[src/hdl/usb_sec_pkg.sv]
// shared constants and carrier types for the usb status, error and control registers
package usb_sec_pkg;

    // register byte offsets on the plain register port
    localparam logic [7:0] OFF_ERR_EN = 8'h00;
    localparam logic [7:0] OFF_STATUS = 8'h04;
    localparam logic [7:0] OFF_CONTROL = 8'h08;
    localparam logic [7:0] OFF_ERR_FLAG = 8'h0c;
    localparam logic [7:0] OFF_IRQ_EN = 8'h10;
    localparam logic [7:0] OFF_IRQ_FLAG = 8'h14;

    // control register fields
    localparam int CTL_J_STATE = 7;
    localparam int CTL_SE0 = 6;
    localparam int CTL_PKT_OFF = 5;
    localparam int CTL_BUS_RESET = 4;
    localparam int CTL_HOST_EN = 3;
    localparam int CTL_RESUME = 2;
    localparam int CTL_PP_RESET = 1;
    localparam int CTL_ENABLE = 0;

    // interrupt enable and flag register fields
    localparam int IRQ_ERROR = 1;
    localparam int IRQ_TRN_DONE = 3;

    // status register field position
    localparam int STAT_LSB = 2;
    localparam int STAT_DEPTH = 4;

    // reset values
    localparam logic [7:0] ERR_EN_RESET = 8'h00;
    localparam logic [5:0] CTL_RESET = 6'h00;
    localparam logic [3:0] IRQ_EN_RESET = 4'h0;

    // frame timing
    localparam int SOF_PERIOD_US = 1000;
    localparam int CLK_MHZ = 25;
    localparam int SOF_CYCLES = SOF_PERIOD_US * CLK_MHZ;

    // one status entry, ordered as it appears in status bits 7..2
    typedef struct packed {
        logic [3:0] endpoint;
        logic dir_tx;
        logic odd_bank;
    } stat_entry_t;

    // error events, ordered as the enable bits 7..0
    typedef struct packed {
        logic bit_stuff;
        logic bus_matrix;
        logic dma;
        logic turnaround_timeout;
        logic field_size;
        logic data_crc;
        logic token_crc_or_frame_end;
        logic pid_check;
    } err_events_t;

    // one register port request
    typedef struct packed {
        logic [7:0] addr;
        logic [31:0] wdata;
        logic we;
        logic re;
    } reg_req_t;

endpackage : usb_sec_pkg

[src/hdl/status_fifo.sv]
// four-entry transaction status fifo with a registered head
`timescale 1ns/1ps
module status_fifo
    import usb_sec_pkg::*;
(
    // clock
    input wire logic clk,
    input wire logic reset,
    input wire logic ce,
    // fill side
    input wire logic push,
    input wire stat_entry_t din,
    output logic full,
    // drain side
    input wire logic pop,
    output stat_entry_t head,
    output logic not_empty
);

    stat_entry_t mem [STAT_DEPTH];
    logic [1:0] wr_ptr_reg;
    logic [1:0] rd_ptr_reg;
    logic [2:0] count_reg;
    logic do_push;
    logic do_pop;
    logic [1:0] rd_ptr_next;
    logic [2:0] count_next;

    assign full = (count_reg == 3'(STAT_DEPTH));
    assign not_empty = (count_reg != 3'h0);
    assign do_push = push && !full;
    assign do_pop = pop && not_empty;
    assign rd_ptr_next = rd_ptr_reg + 2'(do_pop);
    assign count_next = count_reg + 3'(do_push) - 3'(do_pop);

    // storage is left unreset, its content is meaningless until pushed
    always_ff @(posedge clk) begin
        if (ce && do_push) begin
            mem[wr_ptr_reg] <= din;
        end
    end

    always_ff @(posedge clk) begin
        if (reset) begin
            wr_ptr_reg <= 2'h0;
            rd_ptr_reg <= 2'h0;
            count_reg <= 3'h0;
        end else if (ce) begin
            wr_ptr_reg <= wr_ptr_reg + 2'(do_push);
            rd_ptr_reg <= rd_ptr_next;
            count_reg <= count_next;
        end
    end

    // bypass the entry being written when it becomes the head at once
    always_ff @(posedge clk) begin
        if (reset) begin
            head <= '0;
        end else if (ce) begin
            if (do_push && rd_ptr_next == wr_ptr_reg) begin
                head <= din;
            end else begin
                head <= mem[rd_ptr_next];
            end
        end
    end

endmodule : status_fifo

[src/hdl/usb_status_error_control.sv]
// usb error enables, transaction status fifo window and control register
//
// Overview of operation
// - enable bits 7..4 gate bit stuff, bus matrix, dma, turnaround errors
// - enable bits 3, 2, 0 gate field size, data crc, pid check errors
// - enable bit 1 gates token crc in device, frame end in host
// - enabled errors reach module interrupt only with error interrupt enable set
// - upper 24 bits of enable, status, control read zero
// - status bits 7..4 give endpoint of oldest transfer not yet cleared
// - status bit 3 is one for transmit, zero for receive
// - status bit 2 is one for odd bank, zero for even
// - status shows head of four-entry fifo pushed on completion
// - clearing transaction done flag pops fifo, next entry shows
// - control bit 7 shows live j state
// - control bit 6 shows live single-ended zero
// - device bit 5 disables packets, set by setup, cleared by software
// - host bit 5 reads one while a token executes
// - host bit 4 drives bus reset until written back to zero
// - every toggle of host enable resets host control logic
// - host with frame start enable sends start of frame every 1 ms
//
// The plain strobed port and the register addresses are this design's own decisions.
`timescale 1ns/1ps
module usb_status_error_control
    import usb_sec_pkg::*;
#(
    parameter int SOF_PERIOD_CYCLES = SOF_CYCLES
)
(
    // clock, reset, freeze
    input wire logic clk,
    input wire logic reset,
    input wire logic ce,
    // register port
    input wire reg_req_t req,
    output logic [31:0] rdata,
    // bus line pins
    input wire logic dp_pin,
    input wire logic dm_pin,
    // protocol engine events
    input wire err_events_t err_events,
    input wire logic trn_push,
    input wire stat_entry_t trn_entry,
    input wire logic setup_token,
    input wire logic token_busy,
    // status fifo back-pressure
    output logic trn_full,
    // interrupt
    output logic module_irq_flag,
    // control outputs
    output logic host_mode,
    output logic module_enable,
    output logic frame_start_en,
    output logic pingpong_pointer_reset,
    output logic packet_processing_off,
    output logic bus_reset_drive,
    output logic resume_drive,
    output logic low_speed_eop,
    output logic host_logic_reset,
    output logic sof_request
);

    function automatic logic hit(input logic [7:0] a, input logic [7:0] off);
        hit = (a == off);
    endfunction : hit

    logic [7:0] err_en_reg;
    logic [7:0] err_flag_reg;
    logic [3:0] irq_en_reg;
    logic [5:0] ctl_reg;
    logic dp_meta_reg;
    logic dp_sync_reg;
    logic dm_meta_reg;
    logic dm_sync_reg;
    logic [14:0] sof_cnt_reg;
    logic err_irq;
    logic trn_flag;
    logic trn_pop;
    logic host_next;
    logic live_j;
    logic live_se0;
    logic wr_ctl;
    stat_entry_t stat_head;
    logic [7:0] ctl_read;

    assign wr_ctl = req.we && hit(req.addr, OFF_CONTROL);
    assign host_next = wr_ctl ? req.wdata[CTL_HOST_EN] : ctl_reg[CTL_HOST_EN];

    // line pins come from outside, two flops before use
    always_ff @(posedge clk) begin
        if (reset) begin
            dp_meta_reg <= 1'b0;
            dp_sync_reg <= 1'b0;
            dm_meta_reg <= 1'b0;
            dm_sync_reg <= 1'b0;
        end else if (ce) begin
            dp_meta_reg <= dp_pin;
            dp_sync_reg <= dp_meta_reg;
            dm_meta_reg <= dm_pin;
            dm_sync_reg <= dm_meta_reg;
        end
    end

    // full-speed idle is j: d+ high, d- low
    assign live_j = dp_sync_reg && !dm_sync_reg;
    assign live_se0 = !dp_sync_reg && !dm_sync_reg;

    // error enable register
    always_ff @(posedge clk) begin
        if (reset) begin
            err_en_reg <= ERR_EN_RESET;
        end else if (ce && req.we && hit(req.addr, OFF_ERR_EN)) begin
            err_en_reg <= req.wdata[7:0];
        end
    end

    // sticky error flags, write one to clear, a new event beats the clear
    always_ff @(posedge clk) begin
        if (reset) begin
            err_flag_reg <= 8'h00;
        end else if (ce) begin
            if (req.we && hit(req.addr, OFF_ERR_FLAG)) begin
                err_flag_reg <= (err_flag_reg & ~req.wdata[7:0]) | err_events;
            end else begin
                err_flag_reg <= err_flag_reg | err_events;
            end
        end
    end

    assign err_irq = |(err_flag_reg & err_en_reg);

    // interrupt enable register
    always_ff @(posedge clk) begin
        if (reset) begin
            irq_en_reg <= IRQ_EN_RESET;
        end else if (ce && req.we && hit(req.addr, OFF_IRQ_EN)) begin
            irq_en_reg <= req.wdata[3:0];
        end
    end

    // done flag tracks the fifo, so a push during the clear is kept unless the fifo is already full
    assign trn_pop = req.we && hit(req.addr, OFF_IRQ_FLAG) && req.wdata[IRQ_TRN_DONE];

    status_fifo u_fifo (
        .clk(clk),
        .reset(reset),
        .ce(ce),
        .push(trn_push),
        .din(trn_entry),
        .full(trn_full),
        .pop(trn_pop),
        .head(stat_head),
        .not_empty(trn_flag)
    );

    always_ff @(posedge clk) begin
        if (reset) begin
            module_irq_flag <= 1'b0;
        end else if (ce) begin
            module_irq_flag <= (err_irq && irq_en_reg[IRQ_ERROR])
                || (trn_flag && irq_en_reg[IRQ_TRN_DONE]);
        end
    end

    // control register; bit 5 is packet disable only in device mode
    always_ff @(posedge clk) begin
        if (reset) begin
            ctl_reg <= CTL_RESET;
        end else if (ce) begin
            if (wr_ctl) begin
                ctl_reg[4:0] <= req.wdata[4:0];
            end
            if (setup_token && !ctl_reg[CTL_HOST_EN]) begin
                ctl_reg[CTL_PKT_OFF] <= 1'b1;
            end else if (wr_ctl && !ctl_reg[CTL_HOST_EN]) begin
                ctl_reg[CTL_PKT_OFF] <= req.wdata[CTL_PKT_OFF];
            end
        end
    end

    // registered outputs; bus reset and packet disable follow the register one cycle later
    always_ff @(posedge clk) begin
        if (reset) begin
            host_logic_reset <= 1'b0;
            low_speed_eop <= 1'b0;
            bus_reset_drive <= 1'b0;
            packet_processing_off <= 1'b0;
        end else if (ce) begin
            host_logic_reset <= (host_next != ctl_reg[CTL_HOST_EN]);
            low_speed_eop <= ctl_reg[CTL_HOST_EN] && ctl_reg[CTL_RESUME]
                && wr_ctl && !req.wdata[CTL_RESUME];
            bus_reset_drive <= ctl_reg[CTL_HOST_EN] && ctl_reg[CTL_BUS_RESET];
            packet_processing_off <= !ctl_reg[CTL_HOST_EN] && ctl_reg[CTL_PKT_OFF];
        end
    end

    assign host_mode = ctl_reg[CTL_HOST_EN];
    assign resume_drive = ctl_reg[CTL_RESUME];
    assign pingpong_pointer_reset = ctl_reg[CTL_PP_RESET];
    assign module_enable = !ctl_reg[CTL_HOST_EN] && ctl_reg[CTL_ENABLE];
    assign frame_start_en = ctl_reg[CTL_HOST_EN] && ctl_reg[CTL_ENABLE];

    // frame timer; a host enable toggle restarts it with the rest of host logic
    always_ff @(posedge clk) begin
        if (reset) begin
            sof_cnt_reg <= 15'h0000;
            sof_request <= 1'b0;
        end else if (ce) begin
            sof_request <= 1'b0;
            if (!frame_start_en || host_logic_reset) begin
                sof_cnt_reg <= 15'h0000;
            end else if (sof_cnt_reg == 15'(SOF_PERIOD_CYCLES - 1)) begin
                sof_cnt_reg <= 15'h0000;
                sof_request <= 1'b1;
            end else begin
                sof_cnt_reg <= sof_cnt_reg + 15'h0001;
            end
        end
    end

    always_comb begin
        ctl_read = {live_j, live_se0, ctl_reg[5:0]};
        if (ctl_reg[CTL_HOST_EN]) begin
            ctl_read[CTL_PKT_OFF] = token_busy;
        end
    end

    // read data stand only in the cycle after the strobe
    always_ff @(posedge clk) begin
        if (reset) begin
            rdata <= 32'h0000_0000;
        end else if (ce) begin
            rdata <= 32'h0000_0000;
            if (req.re) begin
                case (req.addr)
                    OFF_ERR_EN: rdata[7:0] <= err_en_reg;
                    OFF_STATUS: rdata[7:STAT_LSB] <= stat_head;
                    OFF_CONTROL: rdata[7:0] <= ctl_read;
                    OFF_ERR_FLAG: rdata[7:0] <= err_flag_reg;
                    OFF_IRQ_EN: rdata[3:0] <= irq_en_reg;
                    OFF_IRQ_FLAG: rdata[3:0] <= {trn_flag, 1'b0, err_irq, 1'b0};
                    default: rdata <= 32'h0000_0000;
                endcase
            end
        end
    end

    // the stuck-off case a lost enable would cause
    irq_on_error_a: assert property (@(posedge clk) disable iff (reset)
        (ce && irq_en_reg[IRQ_ERROR] && |(err_flag_reg & err_en_reg)) |=> module_irq_flag)
        else $error("enabled error did not raise module interrupt");

    irq_quiet_a: assert property (@(posedge clk) disable iff (reset)
        (ce && !(irq_en_reg[IRQ_ERROR] && err_irq) && !(irq_en_reg[IRQ_TRN_DONE] && trn_flag))
        |=> !module_irq_flag)
        else $error("module interrupt without an enabled cause");

    stuff_err_path_a: assert property (@(posedge clk) disable iff (reset)
        (ce && err_events.bit_stuff && err_en_reg[7] && irq_en_reg[IRQ_ERROR]
        && !(req.we && (hit(req.addr, OFF_IRQ_EN) || hit(req.addr, OFF_ERR_EN))))
        ##1 ce |=> module_irq_flag)
        else $error("bit stuff error did not reach interrupt");

    crc_mask_a: assert property (@(posedge clk) disable iff (reset)
        (ce && err_flag_reg == 8'h04 && !err_en_reg[2]) |-> !err_irq)
        else $error("masked data crc error requested interrupt");

    token_crc_a: assert property (@(posedge clk) disable iff (reset)
        (ce && err_flag_reg[1] && err_en_reg[1]) |-> err_irq)
        else $error("enabled bit 1 error not combined");

    upper_zero_a: assert property (@(posedge clk) disable iff (reset)
        (ce && req.re) |=> rdata[31:8] == 24'h000000)
        else $error("upper read bits not zero");

    status_read_a: assert property (@(posedge clk) disable iff (reset)
        (ce && req.re && hit(req.addr, OFF_STATUS)) |=> rdata[7:0] == {$past(stat_head), 2'b00})
        else $error("status read does not show fifo head");

    pop_empty_a: assert property (@(posedge clk) disable iff (reset)
        (ce && trn_pop && !trn_push && u_fifo.count_reg == 3'h1) |=> !trn_flag)
        else $error("clearing last done flag did not empty fifo");

    setup_disable_a: assert property (@(posedge clk) disable iff (reset)
        (ce && setup_token && !ctl_reg[CTL_HOST_EN]) |=> ctl_reg[CTL_PKT_OFF])
        else $error("setup token did not disable packets");

    token_busy_a: assert property (@(posedge clk) disable iff (reset)
        (ce && req.re && hit(req.addr, OFF_CONTROL) && ctl_reg[CTL_HOST_EN])
        |=> rdata[CTL_PKT_OFF] == $past(token_busy))
        else $error("host bit 5 does not follow token busy");

    bus_reset_a: assert property (@(posedge clk) disable iff (reset)
        (ce && ctl_reg[CTL_HOST_EN] && ctl_reg[CTL_BUS_RESET]) |=> bus_reset_drive)
        else $error("host bus reset not driven");

    host_toggle_a: assert property (@(posedge clk) disable iff (reset)
        (ce && wr_ctl && req.wdata[CTL_HOST_EN] != ctl_reg[CTL_HOST_EN]) |=> host_logic_reset)
        else $error("host enable toggle gave no host reset");

    sof_spacing_a: assert property (@(posedge clk) disable iff (reset)
        (sof_request && ce) |=> !sof_request)
        else $error("start of frame requests back to back");

    sof_gate_a: assert property (@(posedge clk) disable iff (reset)
        sof_request |-> $past(frame_start_en))
        else $error("start of frame without frame start enable");

    j_read_a: assert property (@(posedge clk) disable iff (reset)
        (ce && req.re && hit(req.addr, OFF_CONTROL))
        |=> rdata[CTL_J_STATE] == ($past(dp_sync_reg) && !$past(dm_sync_reg)))
        else $error("control bit 7 does not show the j state");

    se0_read_a: assert property (@(posedge clk) disable iff (reset)
        (ce && req.re && hit(req.addr, OFF_CONTROL))
        |=> rdata[CTL_SE0] == (!$past(dp_sync_reg) && !$past(dm_sync_reg)))
        else $error("control bit 6 does not show single-ended zero");

    idle_rdata_a: assert property (@(posedge clk) disable iff (reset)
        (ce && !req.re) |=> rdata == 32'h0000_0000)
        else $error("read data stand past their cycle");

    err_en_write_a: assert property (@(posedge clk) disable iff (reset)
        (ce && req.we && hit(req.addr, OFF_ERR_EN))
        |=> err_en_reg == $past(req.wdata[7:0]))
        else $error("error enable write did not land");

    host_pkt_hold_a: assert property (@(posedge clk) disable iff (reset)
        (ce && ctl_reg[CTL_HOST_EN]) |=> $stable(ctl_reg[CTL_PKT_OFF]))
        else $error("packet disable changed in host mode");

    first_entry_a: assert property (@(posedge clk) disable iff (reset)
        (ce && trn_push && !trn_flag) |=> stat_head == $past(trn_entry))
        else $error("first status entry not at the head");

    fifo_full_a: assert property (@(posedge clk) disable iff (reset)
        (ce && trn_push && !trn_pop && u_fifo.count_reg == 3'h3) |=> trn_full)
        else $error("fourth status entry did not fill the fifo");

    bus_reset_off_a: assert property (@(posedge clk) disable iff (reset)
        (ce && !ctl_reg[CTL_BUS_RESET]) |=> !bus_reset_drive)
        else $error("bus reset driven while not requested");

endmodule : usb_status_error_control

[config.mk]
export PLATFORM = sky130hd
export DESIGN_NAME = usb_status_error_control
export DESIGN_NICKNAME = d
export VERILOG_FILES = /design/src/hdl/usb_sec_pkg.sv /design/src/hdl/status_fifo.sv /design/src/hdl/usb_status_error_control.sv
export SDC_FILE = /design/constraint.sdc
export NUM_CORES = 1
export LEC_CHECK = 0
export BUFFER_PORTS_ARGS = -buffer_cell sky130_fd_sc_hd__buf_2
export CAP_MARGIN = 10
export CORE_MARGIN = 2
export CORE_UTILIZATION = 50
export DETAILED_ROUTE_END_ITERATION = 8
export PLACE_DENSITY = 0.75
export SYNTH_ARGS = -nofsm -noshare
export SYNTH_HDL_FRONTEND = slang
export SYNTH_HIERARCHICAL = 1
export SYNTH_SLANG_ARGS = --single-unit
[constraint.sdc]
create_clock -name clk -period 10.5 [get_ports clk]
set_clock_uncertainty 0.2 [all_clocks]
set_input_delay 2.1 -clock clk [delete_from_list [all_inputs] [get_ports clk]]
set_output_delay 2.1 -clock clk [all_outputs]
set_load 0.01 [all_outputs]
# Word level (Yosys, flattened, before mapping)
# Memory sizes are Yosys's and may differ from the RTL's. A register that Yosys moved wholly into a read port is not among the register bits.
# Cells that the tools add are included.
# op_classes
n_mul	0
addsub	5
div	0
shifts	0
eq_ne	8
n_reduce_logical	37
muxes	15
bitwise_logic	5
n_lt_le_gt_ge	0
# ops
op	count
2-to-1 mux 15 bit	2
logical AND 1 bit	23
bitwise AND 8 bit	2
== test 8 x 4 -> 1 bit (second input constant)	2
== test 8 x 5 -> 1 bit (second input constant)	2
2-to-1 mux 8 bit	2
bitwise OR 8 bit	2
one-hot mux 4 bit (4 select lines)	1
adder 15 x 1 -> 15 bit (second input constant)	1
== test 15 bit (second input constant)	1
one-hot mux 2 bit (6 select lines)	1
one-hot mux 2 bit (5 select lines)	1
== test 8 x 3 -> 1 bit (second input constant)	1
logical NOT 8 bit	1
2-to-1 mux 1 bit	8
inverter 8 bit	1
OR reduction 8 bit	1
logical NOT 1 bit	6
adder 2 x 1 -> 2 bit	2
AND reduction 2 bit	2
adder 3 x 1 -> 3 bit	1
== test 3 bit (second input constant)	1
nonzero test 3 bit	1
subtractor 3 x 1 -> 3 bit	1
3 further kinds	4
# totals
mem_bits_rw	24
ff_bits	90
out_inout_bits	44
word_cells	91
latch_bits	0
n_memories	1
rom_bits	0
# mem_list
name	depth	width	rd	rd_ports_with_merged_regs	wr	line	text
u_fifo.mem	4	6	1	1	1	status_fifo.sv:20	stat_entry_t mem [STAT_DEPTH];

# Longest topological paths before layout
# depth
word_depth	6
depth_mapped	14
depth_no_buf	12

# Modules after synthesis
# Netlist, hierarchy kept.
# by_module_without_submodules
mod	area_per_inst_um2	instances	seq_area_each_um2	cells_each
usb_status_error_control	3011.6	1	1181.1	342
status_fifo	1660.3	1	980.9	104

# Worst setup path before layout
# OpenSTA, ideal clock, no wires.
# synth_timing
path_kind	input-to-reg
start	input req[36] (netlist bit)
end	register u_fifo/head[0] (netlist name)
setup_time_ns	0.122
required_time_ns	10.178
stages	11
setup_slack_ns	5.614
t_arrival_ns	4.564
n_path_buf	2
path_cell_list	clkbuf_1 buf_2 nor4b_1 and3_1 and3_1 and2_1 ha_1 xor2_4 xor2_2 o31a_2 a221o_1
# synth_via
elab_chain_len	5
# synth_lines
element	line	text
start: declaration	usb_status_error_control.sv:35	input wire reg_req_t req,
== test 8 x 5 -> 1 bit	usb_status_error_control.sv:64	hit = (a == off);
logical AND 1 bit (2 in series)	usb_status_error_control.sv:142	assign trn_pop = req.we && hit(req.addr, OFF_IRQ_FLAG) && req.wdata[IRQ_TRN_DONE];
net trn_pop	usb_status_error_control.sv:78	logic trn_pop;
logical AND 1 bit	status_fifo.sv:32	assign do_pop = pop && not_empty;
adder 2 x 1 -> 2 bit	status_fifo.sv:33	assign rd_ptr_next = rd_ptr_reg + 2'(do_pop);
# The timed path passes the listed nets, and every way through them passes these cells.
# A chain may end at the register's enable or synchronous reset.

# Worst setup path in the final report
# layout_timing
start	input req[39] (netlist bit)
end	register u_fifo/head[2] (netlist name)
# layout_via
elab_chain_len	5
# layout_lines
element	line
== test 8 x 5 -> 1 bit	usb_status_error_control.sv:64
logical AND 1 bit (2 in series)	usb_status_error_control.sv:142
net trn_pop	usb_status_error_control.sv:78
logical AND 1 bit	status_fifo.sv:32
adder 2 x 1 -> 2 bit	status_fifo.sv:33
# The timed path passes the listed nets, and every way through them passes these cells.

==> flow_summary.json <==
{
  "status": "finished, final reports clean",
  "finalSetupTns_ns": 0,
  "reg2reg_depth": 5,
  "crit_start": "req[39]",
  "hp-class": "register to register",
  "route.detailed.drc": 0,
  "num-nets-final": 566,
  "final_common_cell": "dfxtp_1",
  "clk_latency_ns": 0.35,
  "start_util": 0.5105,
  "synth_top_cell_area_share": 0.3085,
  "arrival_ns": 4.79,
  "gr-total-overflow": 0,
  "slew_viol_final": 0,
  "drt_pass1_iterations": 4,
  "drive_gt1_frac": 0.2036,
  "period_minus_slack_ns": 4.694,
  "port_buffers": 59,
  "syn_inst": 446,
  "die_area_um2": 10130,
  "synth_top_cell_by_area": "dfxtp_1",
  "antenna_cells": 0,
  "maxSlewHeadroom": 0.3295,
  "syn_avg_cell_area_um2": 10.48,
  "grt_pass1_wl_um": 15910,
  "cts_tree": "yes",
  "worst_hold_slack_ns": 0.2654,
  "synth_ff_type": "dfxtp_1",
  "cts_hold_buf": 0,
  "ant_nets": 0,
  "area_delta_synth_final_pct": 9.132,
  "die_h_um": 100.7,
  "clkSinkCount": 96,
  "wl_per_cell_um": 15.88,
  "cts_inserted_buffers": 9,
  "place_ws_ns": 5.481,
  "worstMarginPinSlew_ns": 1.006,
  "cts_resized": 0,
  "crit_top_cell": "and3_1",
  "cp_num_cells": 10,
  "async_reset_ff_frac": 0,
  "critPathMaxFanout": 7,
  "grt_pass1_vias": 3271,
  "synth_area_leaders": "dfxtp_1 (31%), edfxtp_1 (15%), mux2i_1 (6.6%), buf_4 (3.9%), mux4_1 (3.4%)",
  "r2r_start": "u_fifo/count_reg[2]",
  "hold_violations": 0,
  "drtIter0Drc": 133,
  "startpoint_type": "primary input",
  "place.gp.congestion": 0.9423,
  "yosysSeqAreaShare": 0.4628,
  "cp.buffers_inverters": 1,
  "grt_setup_unrepaired": "no",
  "dieWidth_um": 100.7,
  "fillers": 812,
  "synth_area_um2": 4672,
  "cp_top_family": "simple AND/OR/NAND/NOR gates",
  "antenna_found_initial": 0,
  "placed_cells": 596,
  "vias": 3396,
  "cts_setup_buffers": 0,
  "final_cell_mix": "dfxtp_1 (72), buf_2 (59), nor2_1 (39), nand2_1 (34), mux2i_1 (31)",
  "io_pins": 108,
  "cts_buffer_depth": 2,
  "core_um2": 9153,
  "routed_wl_um": 9716,
  "viasPerCell": 5.549,
  "htree_levels": 3,
  "largest_reg_flops": 24,
  "ys_ff_latch": 96,
  "power_mw": 0.6778,
  "fmaxAchievable_ghz": 0.2131,
  "required_ns": 10.60,
  "clkTransAtPathRegs_ns": 0.10,
  "ff2ff_setup_slack_ns": 7.77,
  "cp_cell_sequence": "buf_2 -> nor3_1 -> and3_1 -> and3_1 -> and2_1 -> ha_1 -> xor2_4 -> xor2_2 -> nor4b_2 -> a221o_1",
  "grt.total_usage": 0.1986,
  "critical_path_class": "primary input to register",
  "yosysWarnings": 6,
  "r2r_end": "u_fifo/head[4]",
  "dpl.hpwl_um": 6882,
  "p_leak_nw": 2.075,
  "fin_crit_sh": 0.4470,
  "setup-violations-final": 0,
  "num_rows": 35,
  "instances_no_fill": 612,
  "endpoint": "u_fifo/head[2]",
  "cts_root_buf": "clkbuf_8",
  "critPathMaxStageDelay_ns": 0.58,
  "grt_max_degree": 69,
  "power_density_nw_per_um2": 132.9,
  "end_kind": "register",
  "synth_edf_count": 24,
  "ir_worst_vdd_mv": 0.07785,
  "ys_types": 60,
  "setup_ws_ns": 5.806,
  "drv_cap": 0,
  "slowest_stage": "nor4b_2"
}
-- layer usage --
metal | routed length [µm] | up-vias | track usage
met2 | 4766 | 97 | 0.3287
met5 | 0 | - | 0
met1 | 4330 | 1629 | 0.2585
met3 | 481 | 10 | 0.04300
li1 | - | 1660 | -
met4 | 137 | 0 | 0.06744
-- worst min path at each step --
stage                    start         endpoint  slack [ns]  depth (start not counted)
2_1_floorplan      dm_meta_reg      dm_meta_reg        0.26                          2
3_3_place_gp   bus_reset_drive  bus_reset_drive        0.25                          2
3_5_place_dp          rdata[4]         rdata[4]        0.25                          2
4_1_cts               rdata[4]         rdata[4]        0.27                          2
5_1_grt               rdata[5]         rdata[5]        0.29                          2
6_report              rdata[4]         rdata[4]        0.27                          2
-- per-stage QoR --
step                      instance area, µm²  utilization
after detailed placement                4910       0.5364
after global routing                    5099       0.5571
after global placement                  4910       0.5364
after CTS                               5099       0.5571
after floorplan                         4758            -
final                                   5099       0.5571
-- report_power, final --
group          leakage, nW  internal (mW)  switching [mW]
Sequential           0.802          0.387         0.00597
Combinational         1.18         0.0214          0.0347
Clock               0.0909         0.0911           0.137
-- area by class of cell --
type	count	area [µm²]	area share
multi-input combinational	311	2235	0.4383
sequential	96	2162	0.4240
timing repair buffer	61	310.3	0.06086
tap	111	138.9	0.02724
clock buffer	9	123.9	0.02429
clock inverter	7	65.06	0.01276
inverter	17	63.81	0.01252
-- cells in the mapped netlist (all sizes together) (4+ instances only) --
cell and instances:
a21oi 19, a221o 6, a22oi 6, and2 11, and3 6, buf 34, clkbuf 11, dfxtp 72
edfxtp 24, ha 5, inv 17, mux2i 31, mux4 11, nand2 34, nand3 12, nand4 11
nand4b 5, nor2 39, nor2b 4, nor3 16, nor4 6, nor4b 5, o21ai 15, xnor2 8
xor2 10
-- worst reg2reg max path, stage by stage (launching register included) --
cell and delay, ns:
dfxtp_1 0.34, or3_1 0.44, and2_1 0.19, ha_1 0.53
mux4_1 0.60, a221o_1 0.34
-- logic make-up (layout without fill, tap and decap cells) --
kind of cell,count (synthesis),count (layout),share of synthesized area
AND/OR/NAND/NOR,160,160,0.1931
flip-flops,96,96,0.4628
buffers and inverters,62,94,0.07740
AO/OA/AOI/OAI,60,60,0.08222
multiplexers,43,43,0.1267
XOR/XNOR,18,18,0.03937
adder cells (fa/ha/maj),6,6,0.01768
other,1,24,0.0008027
No activity file was read; power rests on OpenSTA's default activity.
